File: src/rtl/afesel_pkg.sv
// Constants shared by the select-gated serial target and its configuration registers.
package afesel_pkg;

    // ----------------------------------------------------------------
    // Register pointers
    // ----------------------------------------------------------------
    localparam logic [7:0] ADDR_STATUS   = 8'h00;
    localparam logic [7:0] ADDR_LOCK     = 8'h01;
    localparam logic [7:0] ADDR_TIA_CTRL = 8'h10;
    localparam logic [7:0] ADDR_REF_CTRL = 8'h11;
    localparam logic [7:0] ADDR_MODE_CTRL = 8'h12;

    // ----------------------------------------------------------------
    // Values after reset
    // ----------------------------------------------------------------
    localparam logic [7:0] RST_STATUS    = 8'h01;
    localparam logic [7:0] RST_LOCK      = 8'h01;
    localparam logic [7:0] RST_TIA_CTRL  = 8'h03;
    localparam logic [7:0] RST_REF_CTRL  = 8'h20;
    localparam logic [7:0] RST_MODE_CTRL = 8'h00;

    // ----------------------------------------------------------------
    // Field layouts and counts
    // ----------------------------------------------------------------
    localparam int          LOCK_BIT     = 0;
    localparam logic [7:0]  TIA_MASK     = 8'h1f;
    localparam logic [7:0]  MODE_MASK    = 8'h87;
    localparam logic [7:0]  LOCK_MASK    = 8'h01;
    localparam logic [2:0]  LAST_BIT     = 3'h7;
    // Arbitrary default target address; the real value is set by the parameter.
    localparam logic [6:0]  DEF_TARGET_ADDR = 7'h2a;

    typedef enum logic [2:0] {
        ST_IDLE,
        ST_ADDR,
        ST_PTR,
        ST_WDATA,
        ST_ACK,
        ST_RDATA,
        ST_RACK
    } afesel_state_t;

endpackage

File: src/rtl/afesel_reg_if.sv
// Register access path between the serial engine and the configuration registers.
`timescale 1ns/1ps
`default_nettype none
interface afesel_reg_if;
    logic       wrStb;
    logic [7:0] ptr;
    logic [7:0] wrData;
    logic [7:0] rdData;
    logic       abort;

    modport engine (output wrStb, output ptr, output wrData, output abort, input rdData);
    modport regs   (input wrStb, input ptr, input wrData, input abort, output rdData);
endinterface
`default_nettype wire

File: src/rtl/afesel_regs.sv
// Configuration registers with write protection and registered read data.
`timescale 1ns/1ps
`default_nettype none
module afesel_regs
    import afesel_pkg::*;
(
    // Clock and reset
    input  wire logic       clk,
    input  wire logic       rst_b,
    // Engine side
    afesel_reg_if.regs      bus,
    // Configuration outputs
    output logic [7:0]      tiaCtrl_ff,
    output logic [7:0]      refCtrl_ff,
    output logic [7:0]      modeCtrl_ff
);

    // ----------------------------------------------------------------
    // Decode
    // ----------------------------------------------------------------
    logic [7:0] lock_ff;
    logic [7:0] rdData_ff;
    wire        locked   = lock_ff[LOCK_BIT];
    // A write that races a deselect is dropped so no half-done command lands.
    wire        wrOk     = bus.wrStb & ~bus.abort;
    wire        wrLock   = wrOk && bus.ptr == ADDR_LOCK;
    wire        wrTia    = wrOk && bus.ptr == ADDR_TIA_CTRL && !locked;
    wire        wrRef    = wrOk && bus.ptr == ADDR_REF_CTRL && !locked;
    wire        wrMode   = wrOk && bus.ptr == ADDR_MODE_CTRL;
    logic [7:0] nxt_rdData;

    always_comb begin
        unique case (bus.ptr)
            ADDR_STATUS:    nxt_rdData = RST_STATUS;
            ADDR_LOCK:      nxt_rdData = lock_ff;
            ADDR_TIA_CTRL:  nxt_rdData = tiaCtrl_ff;
            ADDR_REF_CTRL:  nxt_rdData = refCtrl_ff;
            ADDR_MODE_CTRL: nxt_rdData = modeCtrl_ff;
            default:        nxt_rdData = 8'h00;
        endcase
    end

    assign bus.rdData = rdData_ff;

    // ----------------------------------------------------------------
    // Storage
    // ----------------------------------------------------------------
    always_ff @(posedge clk or negedge rst_b) begin
        if (!rst_b) begin
            lock_ff     <= RST_LOCK;
            tiaCtrl_ff  <= RST_TIA_CTRL;
            refCtrl_ff  <= RST_REF_CTRL;
            modeCtrl_ff <= RST_MODE_CTRL;
            rdData_ff   <= 8'h00;
        end else begin
            rdData_ff <= nxt_rdData;
            if (wrLock) lock_ff <= bus.wrData & LOCK_MASK;
            if (wrTia) tiaCtrl_ff <= bus.wrData & TIA_MASK;
            if (wrRef) refCtrl_ff <= bus.wrData;
            if (wrMode) modeCtrl_ff <= bus.wrData & MODE_MASK;
        end
    end

endmodule
`default_nettype wire

File: src/rtl/afesel_target.sv
// Select-gated two-wire serial target for the sensor front end configuration.
// Operation
// Fixed target address, set only at build
// Bus traffic taken only while select low
// Only the selected device acknowledges
// Host selects one device at a time
// Host shares lines, one select each
// Host loads config registers at startup
// Host uses EEPROM addresses with pin zero
// One part per module acknowledges
// Host written bias drives bias path
// Host restores configuration after health test
// Host may deep sleep with shorting
// Single device may tie select low
// Deselected: data released, partial transaction dropped
`timescale 1ns/1ps
`default_nettype none
module afesel_target
    import afesel_pkg::*;
#(
    parameter logic [6:0] TARGET_ADDR = DEF_TARGET_ADDR
)
(
    // Clock and reset
    input  wire logic       clk,
    input  wire logic       rst_b,
    // Serial bus pins
    input  wire logic       sclIn,
    input  wire logic       sdaIn,
    output logic            sdaOut,
    output logic            sdaOe,
    // Module select, active low
    input  wire logic       busSelect_b,
    // Configuration outputs
    output logic [7:0]      tiaCtrl,
    output logic [7:0]      refCtrl,
    output logic [7:0]      modeCtrl
);

    // ----------------------------------------------------------------
    // Pin synchronisers
    // ----------------------------------------------------------------
    logic [1:0] sclSync_ff;
    logic [1:0] sdaSync_ff;
    logic [1:0] selSync_ff;
    logic       sclPrev_ff;
    logic       sdaPrev_ff;

    always_ff @(posedge clk or negedge rst_b) begin
        if (!rst_b) begin
            sclSync_ff <= 2'h3;
            sdaSync_ff <= 2'h3;
            selSync_ff <= 2'h3;
            sclPrev_ff <= 1'b1;
            sdaPrev_ff <= 1'b1;
        end else begin
            sclSync_ff <= {sclSync_ff[0], sclIn};
            sdaSync_ff <= {sdaSync_ff[0], sdaIn};
            selSync_ff <= {selSync_ff[0], busSelect_b};
            sclPrev_ff <= sclSync_ff[1];
            sdaPrev_ff <= sdaSync_ff[1];
        end
    end

    wire scl      = sclSync_ff[1];
    wire sda      = sdaSync_ff[1];
    wire selected = ~selSync_ff[1];
    wire sclRise  = scl & ~sclPrev_ff;
    wire sclFall  = ~scl & sclPrev_ff;
    wire startEv  = scl & sclPrev_ff & sdaPrev_ff & ~sda;
    wire stopEv   = scl & sclPrev_ff & ~sdaPrev_ff & sda;

    // ----------------------------------------------------------------
    // Engine state
    // ----------------------------------------------------------------
    afesel_state_t state_ff;
    afesel_state_t nxt_state;
    afesel_state_t after_ff;
    afesel_state_t nxt_after;
    logic [2:0]    bitCnt_ff;
    logic [2:0]    nxt_bitCnt;
    logic [7:0]    shift_ff;
    logic [7:0]    nxt_shift;
    logic          rxFull_ff;
    logic          nxt_rxFull;
    logic          oe_ff;
    logic          nxt_oe;
    logic [7:0]    ptr_ff;
    logic [7:0]    nxt_ptr;
    logic          wrStb_ff;
    logic          nxt_wrStb;

    afesel_reg_if regBus ();

    assign regBus.wrStb  = wrStb_ff;
    assign regBus.ptr    = ptr_ff;
    assign regBus.wrData = shift_ff;
    assign regBus.abort  = ~selected;

    wire addrMatch = shift_ff[7:1] == TARGET_ADDR;
    wire byteDone  = bitCnt_ff == LAST_BIT;

    // ----------------------------------------------------------------
    // Next-state decode
    // ----------------------------------------------------------------
    always_comb begin
        nxt_state  = state_ff;
        nxt_after  = after_ff;
        nxt_bitCnt = bitCnt_ff;
        nxt_shift  = shift_ff;
        nxt_rxFull = rxFull_ff;
        nxt_oe     = oe_ff;
        nxt_ptr    = ptr_ff;
        nxt_wrStb  = 1'b0;
        if (!selected) begin
            // Releasing the line and forgetting the partial byte here keeps a
            // deselect in mid-frame from leaving the bus stuck low.
            nxt_state  = ST_IDLE;
            nxt_oe     = 1'b0;
            nxt_rxFull = 1'b0;
        end else if (startEv) begin
            nxt_state  = ST_ADDR;
            nxt_bitCnt = 3'h0;
            nxt_rxFull = 1'b0;
            nxt_oe     = 1'b0;
        end else if (stopEv) begin
            nxt_state  = ST_IDLE;
            nxt_oe     = 1'b0;
        end else if (sclRise) begin
            unique case (state_ff)
                ST_ADDR, ST_PTR, ST_WDATA: begin
                    nxt_shift  = {shift_ff[6:0], sda};
                    nxt_bitCnt = bitCnt_ff + 3'h1;
                    nxt_rxFull = byteDone;
                end
                ST_RDATA: begin
                    nxt_bitCnt = bitCnt_ff + 3'h1;
                    if (byteDone) nxt_state = ST_RACK;
                end
                ST_RACK: begin
                    // A not-acknowledge from the host ends the read burst.
                    nxt_state = sda ? ST_IDLE : ST_RDATA;
                end
                default: ;
            endcase
        end else if (sclFall) begin
            unique case (state_ff)
                ST_ADDR, ST_PTR, ST_WDATA: begin
                    if (rxFull_ff) begin
                        nxt_rxFull = 1'b0;
                        nxt_oe     = 1'b1;
                        nxt_state  = ST_ACK;
                        if (state_ff == ST_ADDR) begin
                            nxt_oe    = addrMatch;
                            nxt_state = addrMatch ? ST_ACK : ST_IDLE;
                            nxt_after = shift_ff[0] ? ST_RDATA : ST_PTR;
                        end else if (state_ff == ST_PTR) begin
                            nxt_ptr   = shift_ff;
                            nxt_after = ST_WDATA;
                        end else begin
                            nxt_wrStb = 1'b1;
                            nxt_after = ST_WDATA;
                        end
                    end
                end
                ST_ACK: begin
                    nxt_state  = after_ff;
                    nxt_bitCnt = 3'h0;
                    nxt_shift  = regBus.rdData;
                    nxt_oe     = after_ff == ST_RDATA && !regBus.rdData[7];
                end
                ST_RDATA: begin
                    nxt_shift = {shift_ff[6:0], 1'b0};
                    nxt_oe    = !shift_ff[6];
                end
                ST_RACK: begin
                    nxt_oe = 1'b0;
                end
                default: begin
                    // Idle: nothing to send, so the data line stays released.
                    nxt_oe = 1'b0;
                end
            endcase
            if (state_ff == ST_IDLE) nxt_oe = 1'b0;
        end
        if (sclFall && state_ff == ST_RDATA && bitCnt_ff == 3'h0 && after_ff == ST_RACK) begin
            nxt_oe = oe_ff;
        end
    end

    // ----------------------------------------------------------------
    // Read restart after host acknowledge
    // ----------------------------------------------------------------
    // Leaving the acknowledge slot, the next byte is reloaded on the fall.
    logic rdFresh_ff;
    wire  reloadRd = sclFall && state_ff == ST_RDATA && bitCnt_ff == 3'h0 && rdFresh_ff;
    wire  nxt_rdFresh = (sclRise && state_ff == ST_RACK && !sda) ? 1'b1
                      : (sclFall ? 1'b0 : rdFresh_ff);

    // ----------------------------------------------------------------
    // State registers
    // ----------------------------------------------------------------
    always_ff @(posedge clk or negedge rst_b) begin
        if (!rst_b) begin
            state_ff   <= ST_IDLE;
            after_ff   <= ST_IDLE;
            bitCnt_ff  <= 3'h0;
            shift_ff   <= 8'h00;
            rxFull_ff  <= 1'b0;
            oe_ff      <= 1'b0;
            ptr_ff     <= 8'h00;
            wrStb_ff   <= 1'b0;
            rdFresh_ff <= 1'b0;
        end else begin
            state_ff   <= nxt_state;
            after_ff   <= nxt_after;
            bitCnt_ff  <= nxt_bitCnt;
            shift_ff   <= reloadRd ? regBus.rdData : nxt_shift;
            rxFull_ff  <= nxt_rxFull;
            oe_ff      <= reloadRd ? (selected & ~regBus.rdData[7]) : nxt_oe;
            ptr_ff     <= nxt_ptr;
            wrStb_ff   <= nxt_wrStb;
            rdFresh_ff <= nxt_rdFresh;
        end
    end

    // ----------------------------------------------------------------
    // Outputs
    // ----------------------------------------------------------------
    logic sdaOut_ff;

    always_ff @(posedge clk or negedge rst_b) begin
        if (!rst_b) begin
            sdaOut_ff <= 1'b0;
        end else begin
            sdaOut_ff <= 1'b0;
        end
    end

    assign sdaOut = sdaOut_ff;
    assign sdaOe  = oe_ff;

    afesel_regs u_regs (
        .clk         (clk),
        .rst_b       (rst_b),
        .bus         (regBus),
        .tiaCtrl_ff  (tiaCtrl),
        .refCtrl_ff  (refCtrl),
        .modeCtrl_ff (modeCtrl)
    );

endmodule
`default_nettype wire

File: config.mk
export PLATFORM = sky130hd
export DESIGN_NAME = afesel_target
export DESIGN_NICKNAME = d
export VERILOG_FILES = /design/src/rtl/afesel_pkg.sv /design/src/rtl/afesel_reg_if.sv /design/src/rtl/afesel_regs.sv /design/src/rtl/afesel_target.sv
export SDC_FILE = /design/constraint.sdc
export NUM_CORES = 1
export LEC_CHECK = 0
export CAP_MARGIN = 30
export CELL_PAD_IN_SITES_DETAIL_PLACEMENT = 0
export CELL_PAD_IN_SITES_GLOBAL_PLACEMENT = 1
export CORE_MARGIN = 2
export CORE_UTILIZATION = 48
export CTS_BUF_LIST = sky130_fd_sc_hd__clkbuf_2 sky130_fd_sc_hd__clkbuf_4 sky130_fd_sc_hd__clkbuf_8
export CTS_CLUSTER_SIZE = 20
export DETAILED_ROUTE_END_ITERATION = 8
export DONT_BUFFER_PORTS = 1
export GPL_ROUTABILITY_DRIVEN = 0
export PLACE_DENSITY_LB_ADDON = 0.1
export SETUP_SLACK_MARGIN = 0.1
export SYNTH_ARGS = -nofsm -noshare
export SYNTH_HDL_FRONTEND = slang
export SYNTH_HIERARCHICAL = 1
export SYNTH_SLANG_ARGS = --single-unit
export TNS_END_PERCENT = 20
File: constraint.sdc
create_clock -name clk -period 2 [get_ports clk]
set_clock_uncertainty 0.1 [all_clocks]
set_input_delay 0.5 -clock clk [delete_from_list [all_inputs] [get_ports clk]]
set_output_delay 0.5 -clock clk [all_outputs]
set_load 0.02 [all_outputs]
## Word level (Yosys, flattened, before mapping)

Cells that the tools add are included.

| word-level totals | value |
|---|---|
| logic and storage cells | 163 |
| bits in registers | 63 |
| output and inout port bits | 26 |

| cells by class | value |
|---|---|
| add/sub/neg operators | 1 |
| multiplexer cells | 58 |
| bitwise gates (word level) | 19 |
| eq/ne operators | 27 |
| reductions and logical operators | 39 |

Operator list:

| kind | number |
|---|---|
| $mux 8 | 7 |
| $mux 3 | 18 |
| $pmux 8 s5 | 1 |
| $mux 1 | 28 |
| $eq 8x5->1 const B | 3 |
| $eq 3x3->1 const B | 6 |
| $pmux 8 s2 | 1 |
| $logic_and 1x1->1 | 13 |
| $ne 6x6->1 const B | 2 |
| $pmux 3 s2 | 2 |
| $reduce_bool 3->1 | 4 |
| $not 1->1 | 10 |
| $reduce_and 5->1 | 2 |
| $reduce_bool 5->1 | 2 |
| $and 1x1->1 | 9 |
| $reduce_and 9->1 | 1 |
| $eq 8x1->1 const B | 1 |
| $logic_not 8->1 | 1 |
| $ne 2x1->1 const B | 4 |
| $reduce_bool 4->1 | 2 |
| $eq 7x6->1 const B | 1 |
| $ne 7x7->1 const B | 1 |
| $reduce_and 7->1 | 1 |
| $eq 3x2->1 const B | 2 |
| 18 further kinds | 22 |

## Logic depth before layout (Yosys ltp)

Gate-level depths: netlist (run 1).

| logic depth | value |
|---|---|
| word-level depth | 12 |
| mapped depth | 9 |
| gate-level depth less buffers | 7 |

## By module

Netlist (run 1), hierarchy kept.

By module, submodules not included:

| module | cells an instance | instances | area each (um^2) |
|---|---|---|---|
| afesel_target | 176 | 1 | 2,005.7 |
| afesel_regs | 98 | 1 | 1,255.0 |

## Worst setup path after synthesis (run 1)

OpenSTA, ideal clock, no wires.

| timing | value |
|---|---|
| path kind | flip-flop to flip-flop |
| start | reg sclPrev_ff |
| end | reg ptr_ff[1] |
| setup time | 0.125 ns |
| required time | 1.775 ns |
| buffers on the path | 1 |
| slack | -0.177 ns |
| arrival time | 1.952 ns |
| cell stages (with the launch flop) | 8 |
| cells stage by stage | dfstp_2 inv_1 ha_1 clkbuf_1 nor2b_1 nand3_2 nor3_4 mux2_2 |

| between the ends | value |
|---|---|
| longest elaborated chain between the ends | 5 |

Ends and longest elaborated chain:

| what | RTL line | source |
|---|---|---|
| from (decl) | afesel_target.sv:46 | `logic sclPrev_ff;` |
| from (signal assigned) | afesel_target.sv:60 | `sclPrev_ff <= sclSync_ff[1];` |
| $and 1x1->1 | afesel_target.sv:70, afesel_target.sv:71 |  |
| $and 1x1->1 (on tied branches) (2 in series) | afesel_target.sv:71, afesel_target.sv:70 |  |
| $not 1->1 (no line) | -- |  |
| $reduce_and 9->1 (no line) (*) | -- |  |
| to (signal assigned) | afesel_target.sv:221 | `ptr_ff <= nxt_ptr;` |
| to (decl) | afesel_target.sv:88 | `logic [7:0] ptr_ff;` |

Every way passes the cells marked *; elsewhere a longest branch is shown, timed or not.
A chain may end at the register's enable or synchronous reset.

## Worst setup path after layout (run 1)

| timing | value |
|---|---|
| start | reg sclSync_ff[1] |
| end | reg shift_ff[1], in the netlist regBus.wrData[1] |

| between the ends | value |
|---|---|
| longest elaborated chain between the ends | 7 |

Ends and longest elaborated chain:

| what | RTL line | source |
|---|---|---|
| from (decl) | afesel_target.sv:43 | `logic [1:0] sclSync_ff;` |
| from (signal assigned) | afesel_target.sv:57 | `sclSync_ff <= {sclSync_ff[0], sclIn};` |
| $not 1->1 | afesel_target.sv:69 | `wire sclFall = ~scl & sclPrev_ff;` |
| $and 1x1->1 | afesel_target.sv:69 |  |
| $logic_and 1x1->1 (3 in series) | afesel_target.sv:196 | `wire reloadRd = sclFall && state_ff == ST_RDATA && bitCnt_ff == 3'h0 && rdFresh_ff;` |
| $ne 3x1->1 (no line) (tied with other cells) | -- |  |
| $reduce_and 6->1 (no line) | -- |  |
| to (signal assigned) | afesel_target.sv:218 | `shift_ff <= reloadRd ? regBus.rdData : nxt_shift;` |
| to (decl) | afesel_target.sv:82 | `logic [7:0] shift_ff;` |

Several ways; a longest one is shown, not always the timed one. The select of a mux whose other input is x is not followed.

==> flow_summary.json, run 1 <==
{
  "maxSlewViolCount": 0,
  "r2r_cells": 7,
  "port_buffers": 0,
  "path_depth": 7,
  "synthTopCellsByCount": "dfrtp_1 (51), mux2_2 (40), nor2_1 (15)",
  "synth_edf_count": 0,
  "power_leakage_nw": 1.76,
  "stdcell_count": 394,
  "cts_tree": "yes",
  "rsz0062_at_grt": "yes",
  "num-fill-cells": 572,
  "min_path_type": "input pin to asynchronous set/reset pin",
  "post-route-period-util_pct": 105,
  "drt_iter0_markers": 124,
  "vdd_drop_max_mv": 0.496,
  "holdWs_ps": -250,
  "dpl.hpwl_um": 5020,
  "drc": 0,
  "finalPower_mw": 2.72,
  "critPathRequiredTime_ps": 2130,
  "setup_viol": 10,
  "seq_area_um2": 1590,
  "numCtsBuffers": 9,
  "core-area_um2": 6680,
  "die-area_um2": 7470,
  "finalHoldViolCount": 63,
  "end_kind": "register",
  "p_comb_share_pct": 10.4,
  "powerDensity_nw_per_um2": 692,
  "n_antenna_cell": 0,
  "placed_area_um2": 3610,
  "max_cap_violations": 0,
  "ys_seq_area_share_pct": 48.8,
  "avgSynthCellArea_um2": 11.9,
  "period_needed_ps": 2100,
  "critPathSlowestCell": "dfstp_2",
  "dp_slack_ps": -93.4,
  "power.share.clock_pct": 38.5,
  "synth_top_cell_by_area": "dfrtp_1",
  "r2r-start": "sclSync_ff[1]",
  "fin_nets": 321,
  "critPathMaxFanout": 8,
  "synthCells": 274,
  "cp-start-kind": "register",
  "synthFlopType": "dfrtp_1",
  "cpLargestDelayFamily": "flip-flops",
  "die_w_um": 86.4,
  "syn_to_final_growth_pct": 20.8,
  "path_cells": "inv_2 > ha_4 > and4bb_2 > nand4_4 > o21ai_4 > mux2_4 > mux2_2",
  "viasPerCell": 5.66,
  "internal_power_mw": 1.96,
  "yosysWarnings": 6,
  "critPathBufInv": 1,
  "dp_cells": 378,
  "antenna_found_initial": 0,
  "grt_max_degree": 64,
  "cts_setup_buffers": 0,
  "setup_slack_ps": -98.9,
  "worst-setup-path-type": "register to register",
  "synth_top_area_share_pct": 39.1,
  "async_flop_share_pct": 100,
  "clockBufferDepth": 2,
  "status": "finished with violations",
  "drive_above_1_share_pct": 43.6,
  "r2r_slack_ps": -100,
  "synth.most_common_cell": "dfrtp_1",
  "clock-sinks": 63,
  "std_cell_rows": 30,
  "p_sw_share_pct": 28.0,
  "fp.dieH_um": 86.4,
  "r2r_end": "regBus.wrData[1]",
  "cts.clk_slew.worst_paths_ps": 80,
  "pwr-share-seq_pct": 51.1,
  "failed_checks": "negative hold slack, negative setup slack",
  "wl_um": 7270,
  "switching_power_mw": 0.762,
  "final_util_pct": 58.9,
  "dr.pass1.iters": 4,
  "synth-seq-cells": 63,
  "ant_nets": 0,
  "critPathLaunch": "sclSync_ff[1]",
  "num_vias": 2230,
  "ys_types": 62,
  "ctsRootBufferMaster": "clkbuf_8",
  "avgRoutedWirePerCell_um": 18.4,
  "grt_overflow": 0,
  "critPathCapture": "regBus.wrData[1]",
  "io_pins": 31,
  "fmaxAchievable_ghz": 0.476,
  "clkLatencyLatePin_ps": 340,
  "htreeDepth": 3,
  "start_util_pct": 48.8,
  "worstPathArrival_ps": 2220,
  "stdcell_area_um2": 3940,
  "synthesis.area_um2": 3260,
  "multiInputGateArea_um2": 1720,
  "synth.area.top_cells": "dfrtp_1 (39%), mux2_2 (14%), dfstp_2 (9.7%), ha_1 (2.7%), buf_4 (2.1%)",
  "max_stage_delay_ps": 600,
  "grt_pass1_vias": 2229,
  "grt_pass1_wl_um": 11800,
  "grt_util_all_layers_pct": 20.8
}
[final cells by class]
cell class | instances | share of cell area (%)
well taps | 80 | 2.54
flip-flops and latches | 63 | 40.4
multi-input cells | 190 | 43.6
clock buffers | 10 | 3.50
clock inverters | 6 | 1.30
repair buffers | 35 | 7.69
inverters | 10 | 0.953
[power by group through the flow]
stage | registers, mW | clock network (mW) | logic (mW)
after global placement | 1.41 | 0 | 0.266
after floorplan | 1.38 | 0 | 0.203
after CTS | 1.39 | 1.07 | 0.273
final | 1.39 | 1.05 | 0.284
after detailed placement | 1.41 | 0 | 0.269
after global routing | 1.40 | 1.14 | 0.311
[worst register-to-register path, stage by stage (launching register included)]
cell and delay, ps:
dfstp_2 600, inv_2 60, ha_4 160, and4bb_2 250, nand4_4 100, o21ai_4 140, mux2_4 320, mux2_2 260
[layer usage]
layer / vias to the layer above / wire (um) / global-route usage (%)
met5: - / 0 / 0
met4: 0 / 18 / 4.69
met3: 2 / 347 / 5.71
met2: 47 / 3240 / 29.3
met1: 1135 / 3660 / 31.8
li1: 1046 / - / -
[stage by stage]
step                      hold WS (ps)  setup TNS, ps
after detailed placement           107          -1190
after floorplan                    104           -272
after global placement             106           -703
final                             -250           -691
after CTS                         -273          -1040
after global routing              -286          -2040
[cells in the final DEF, fill, tap and decap left out, types with 3 or more instances in the layout]
cell       n
or2_2      4
o21ai_0    5
inv_6      3
nor3_1     5
o21ai_1    3
and2_1     3
dfstp_2   12
ha_1       5
nand3b_1   3
buf_6      4
nor4_4     3
a22o_1     3
mux2_4    23
buf_4     29
nor2b_1    4
a21oi_1    8
nand4_1    3
nor2_1    15
nand3_1    4
inv_1      8
nand2_1   12
mux2_2    19
dfrtp_1   51
conb_1     8
mux2i_1    4
nand2b_1   6
clkbuf_8  10
and3b_1    3
[timing repair]
action                                  CTS  global route
resized for setup                        10            23
endpoints found under the hold margin    63            63
endpoints found under the setup margin   40            46
pin swaps                                 1             7
[logic make-up (layout without fill, tap and decap cells)]
family                     count (synthesis)  in the layout  synth area share, %
and+or+nand+nor                           88             88                 17.8
DFF                                       63             63                 48.8
muxes                                     46             46                 15.8
AOI/OAI and AO/OA                         40             40                 9.36
buffers and inverters                     27             61                 4.76
adders and majority gates                  7              7                 2.69
other                                      2              8                0.230
xor gates and xnor gates                   1              1                0.499
[flip-flops by register name, indices dropped and copies added, names as in the netlist, 2 cells and up]
| name | cells |
|---|---|
| u_regs/modeCtrl_ff | 4 |
| after_ff | 3 |
| u_regs/bus.rdData | 8 |
| sdaSync_ff | 2 |
| regBus.wrData | 8 |
| u_regs/refCtrl_ff | 8 |
| bitCnt_ff | 3 |
| ptr_ff | 8 |
| sclSync_ff | 2 |
| u_regs/tiaCtrl_ff | 5 |
| state_ff | 3 |
| selSync_ff | 2 |
[worst min path at each step]
| stage | end | from | depth (start not counted) |
|---|---|---|---|
| global placement | state_ff[2] | rst_b | 0 |
| finish | state_ff[0] | rst_b | 0 |
| CTS | bitCnt_ff[2] | rst_b | 0 |
| global route | u_regs/bus.rdData[1] | rst_b | 0 |
| floorplan | after_ff[0] | rst_b | 0 |
| detailed placement | state_ff[0] | rst_b | 0 |
Power figures use the tool's default switching activity.
==> inputs of run 2 (changes only) <==
Settings changed: ABC_AREA set to 1, CORE_UTILIZATION 48 to 45.
==> flow_summary.json, run 2 <==
{
  "status": "finished with violations",
  "failed_checks": "negative hold slack",
  "drc": 0,
  "drive_above_1_share_pct": 16.2,
  "power_leakage_nw": 1.75,
  "max_stage_delay_ps": 620,
  "num_vias": 2599,
  "grt_overflow": 0,
  "die_w_um": 90.2,
  "synth.area.top_cells": "dfrtp_1 (38%), nand2_1 (14%), dfstp_2 (9.4%), nand3_1 (5.4%), inv_1 (5.4%)",
  "synth_top_cell_by_area": "dfrtp_1",
  "grt_util_all_layers_pct": 20.3,
  "vdd_drop_max_mv": 0.454,
  "dp_cells": 502,
  "stdcell_count": 518,
  "drt_iter0_markers": 189,
  "met2_usage_pct": 29.3,
  "cts.clk_slew.worst_paths_ps": 80,
  "worst-setup-path-type": "register to register",
  "cts_setup_buffers": 0,
  "critPathLaunch": "sclSync_ff[1]",
  "grt_busiest_layer": "met1",
  "ant_nets": 0,
  "dpl.hpwl_um": 5370,
  "powerDensity_nw_per_um2": 797,
  "synth.most_common_cell": "nand2_1",
  "critPathCapture": "ptr_ff[0]",
  "cp-start-kind": "register",
  "rsz0062_at_grt": "yes",
  "critPathMaxFanout": 16,
  "critPathRequiredTime_ps": 2120,
  "num-fill-cells": 722,
  "worstPathArrival_ps": 1930,
  "async_flop_share_pct": 100,
  "avgSynthCellArea_um2": 8.16,
  "layout_commonest_cell": "nand2_1",
  "use_met1_pct": 29.6,
  "synthFlopType": "dfrtp_1",
  "viasPerCell": 5.02,
  "wl_um": 7520,
  "grt_pass1_vias": 2554,
  "min_path_type": "input pin to asynchronous set/reset pin",
  "max_cap_violations": 0,
  "r2r_cells": 9,
  "ctsRootBufferMaster": "clkbuf_8",
  "avgRoutedWirePerCell_um": 14.5,
  "fin_nets": 426,
  "numCtsBuffers": 9,
  "cpMostUsedCell": "nand2_1",
  "synth_top_area_share_pct": 38.2,
  "grt_pass1_wl_um": 12900,
  "n_antenna_cell": 0,
  "setup_tns_ps": 0,
  "synthTopCellsByCount": "nand2_1 (124), dfrtp_1 (51), inv_1 (48)",
  "period_needed_ps": 1810,
  "synth_edf_count": 0,
  "r2r_end": "ptr_ff[0]",
  "maxSlewViolCount": 0,
  "std_cell_rows": 31,
  "clockBufferDepth": 2,
  "fmaxAchievable_ghz": 0.552,
  "cts_tree": "yes",
  "io_pins": 31,
  "syn_to_final_growth_pct": 9.91,
  "ys_seq_area_share_pct": 47.6,
  "fp.dieH_um": 90.2,
  "clock-sinks": 63,
  "synth-seq-cells": 63,
  "critPathSlowestCell": "dfstp_2",
  "r2r-start": "sclSync_ff[1]",
  "synthCells": 410,
  "synthesis.area_um2": 3340,
  "post-route-period-util_pct": 90.6,
  "path_cells": "ha_4 > nand2_1 > nor2_4 > nor2_2 > nand2_4 > nor4_4 > buf_12 > nand2_1 > o21ai_0",
  "ys_types": 32,
  "met3_usage_pct": 5.28,
  "multiInputGateArea_um2": 1530,
  "yosysWarnings": 6,
  "htreeDepth": 3,
  "antenna_found_initial": 0,
  "holdWs_ps": -254,
  "grt_max_degree": 64,
  "placed_area_um2": 3390,
  "seq_area_um2": 1590,
  "finalHoldViolCount": 63,
  "final_util_pct": 51.0,
  "final_cell_mix": "nand2_1 (124), dfrtp_1 (51), inv_1 (48)",
  "stdcell_area_um2": 3680,
  "port_buffers": 0,
  "r2r_slack_ps": 190,
  "clkLatencyLatePin_ps": 340,
  "die-area_um2": 8140,
  "start_util_pct": 46.4,
  "setup_viol": 0,
  "dr.pass1.iters": 4,
  "core-area_um2": 7210,
  "end_kind": "register"
}
## run 2: cell types whose count changed in the layout (fill, tap and decap cells not counted), sizes merged, moves of 6 or more
cell and change:
buf -33, inv +39, mux2 -42, nand2b -6
nand2 +121, nor2 +24, o21ai +29, nand3 +34
## run 2: worst min-delay path by stage
| stage | slack [ps] | endpoint |
|---|---|---|
| 2_1_floorplan | 100 | after_ff[0] |
| 3_3_place_gp | 110 | sdaOe |
| 3_5_place_dp | 110 | rdFresh_ff |
| 4_1_cts | -270 | rdFresh_ff |
| 5_1_grt | -290 | regBus.wrData[5] |
| 6_report | -250 | sdaOe |
## run 2: routing by layer
layer	up-vias	share of wire, %
met5	-	0
met4	0	1.4
met3	10	4.8
met2	65	45
met1	1232	49
li1	1292	-
## run 2: cell families (layout without fill, tap and decap cells)
kind of cell / count (synthesis) / in the layout / share of synthesized area [%]
flops: 63 / 63 / 47.6
simple gates: 222 / 222 / 31.6
fa+ha+maj: 7 / 7 / 2.62
other cells: 2 / 8 / 0.225
compound gates: 49 / 49 / 8.19
buf+inv: 67 / 70 / 9.80
## run 2: power by group
| group | leakage, nW | internal (mW) | switching, mW |
|---|---|---|---|
| registers | 0.825 | 1.34 | 0.135 |
| clock network | 0.104 | 0.642 | 0.513 |
| logic | 0.816 | 0.100 | 0.196 |
## run 2: area by class of cell
| type | instances | share of cell area [%] |
|---|---|---|
| clock buffers | 12 | 4.15 |
| clock inverters | 4 | 1.50 |
| multi-input cells | 286 | 41.6 |
| repair buffers | 2 | 0.749 |
| well taps | 99 | 3.37 |
| flip-flops and latches | 63 | 43.3 |
| inverters | 52 | 5.31 |
## run 2: per-stage QoR
stage               power, mW  setup slack, ps
floorplan                1.68              254
global placement         1.77              116
detailed placement       1.78             86.0
CTS                      2.93              114
global route             3.08             59.9
finish                   2.93              189
## run 2: repair_timing
action	4_1_cts	5_1_grt
pin swaps	0	0
setup endpoints to repair	4	25
resized for setup	1	13
hold endpoints to repair	63	63
## run 2: worst max-delay path: cells and delay by family, from the launching register on
| kind | cells | cell delay (ps) |
|---|---|---|
| compound gates | 1 | 80 |
| fa+ha+maj | 1 | 190 |
| buf+inv | 1 | 160 |
| flops | 1 | 620 |
| simple gates | 6 | 550 |
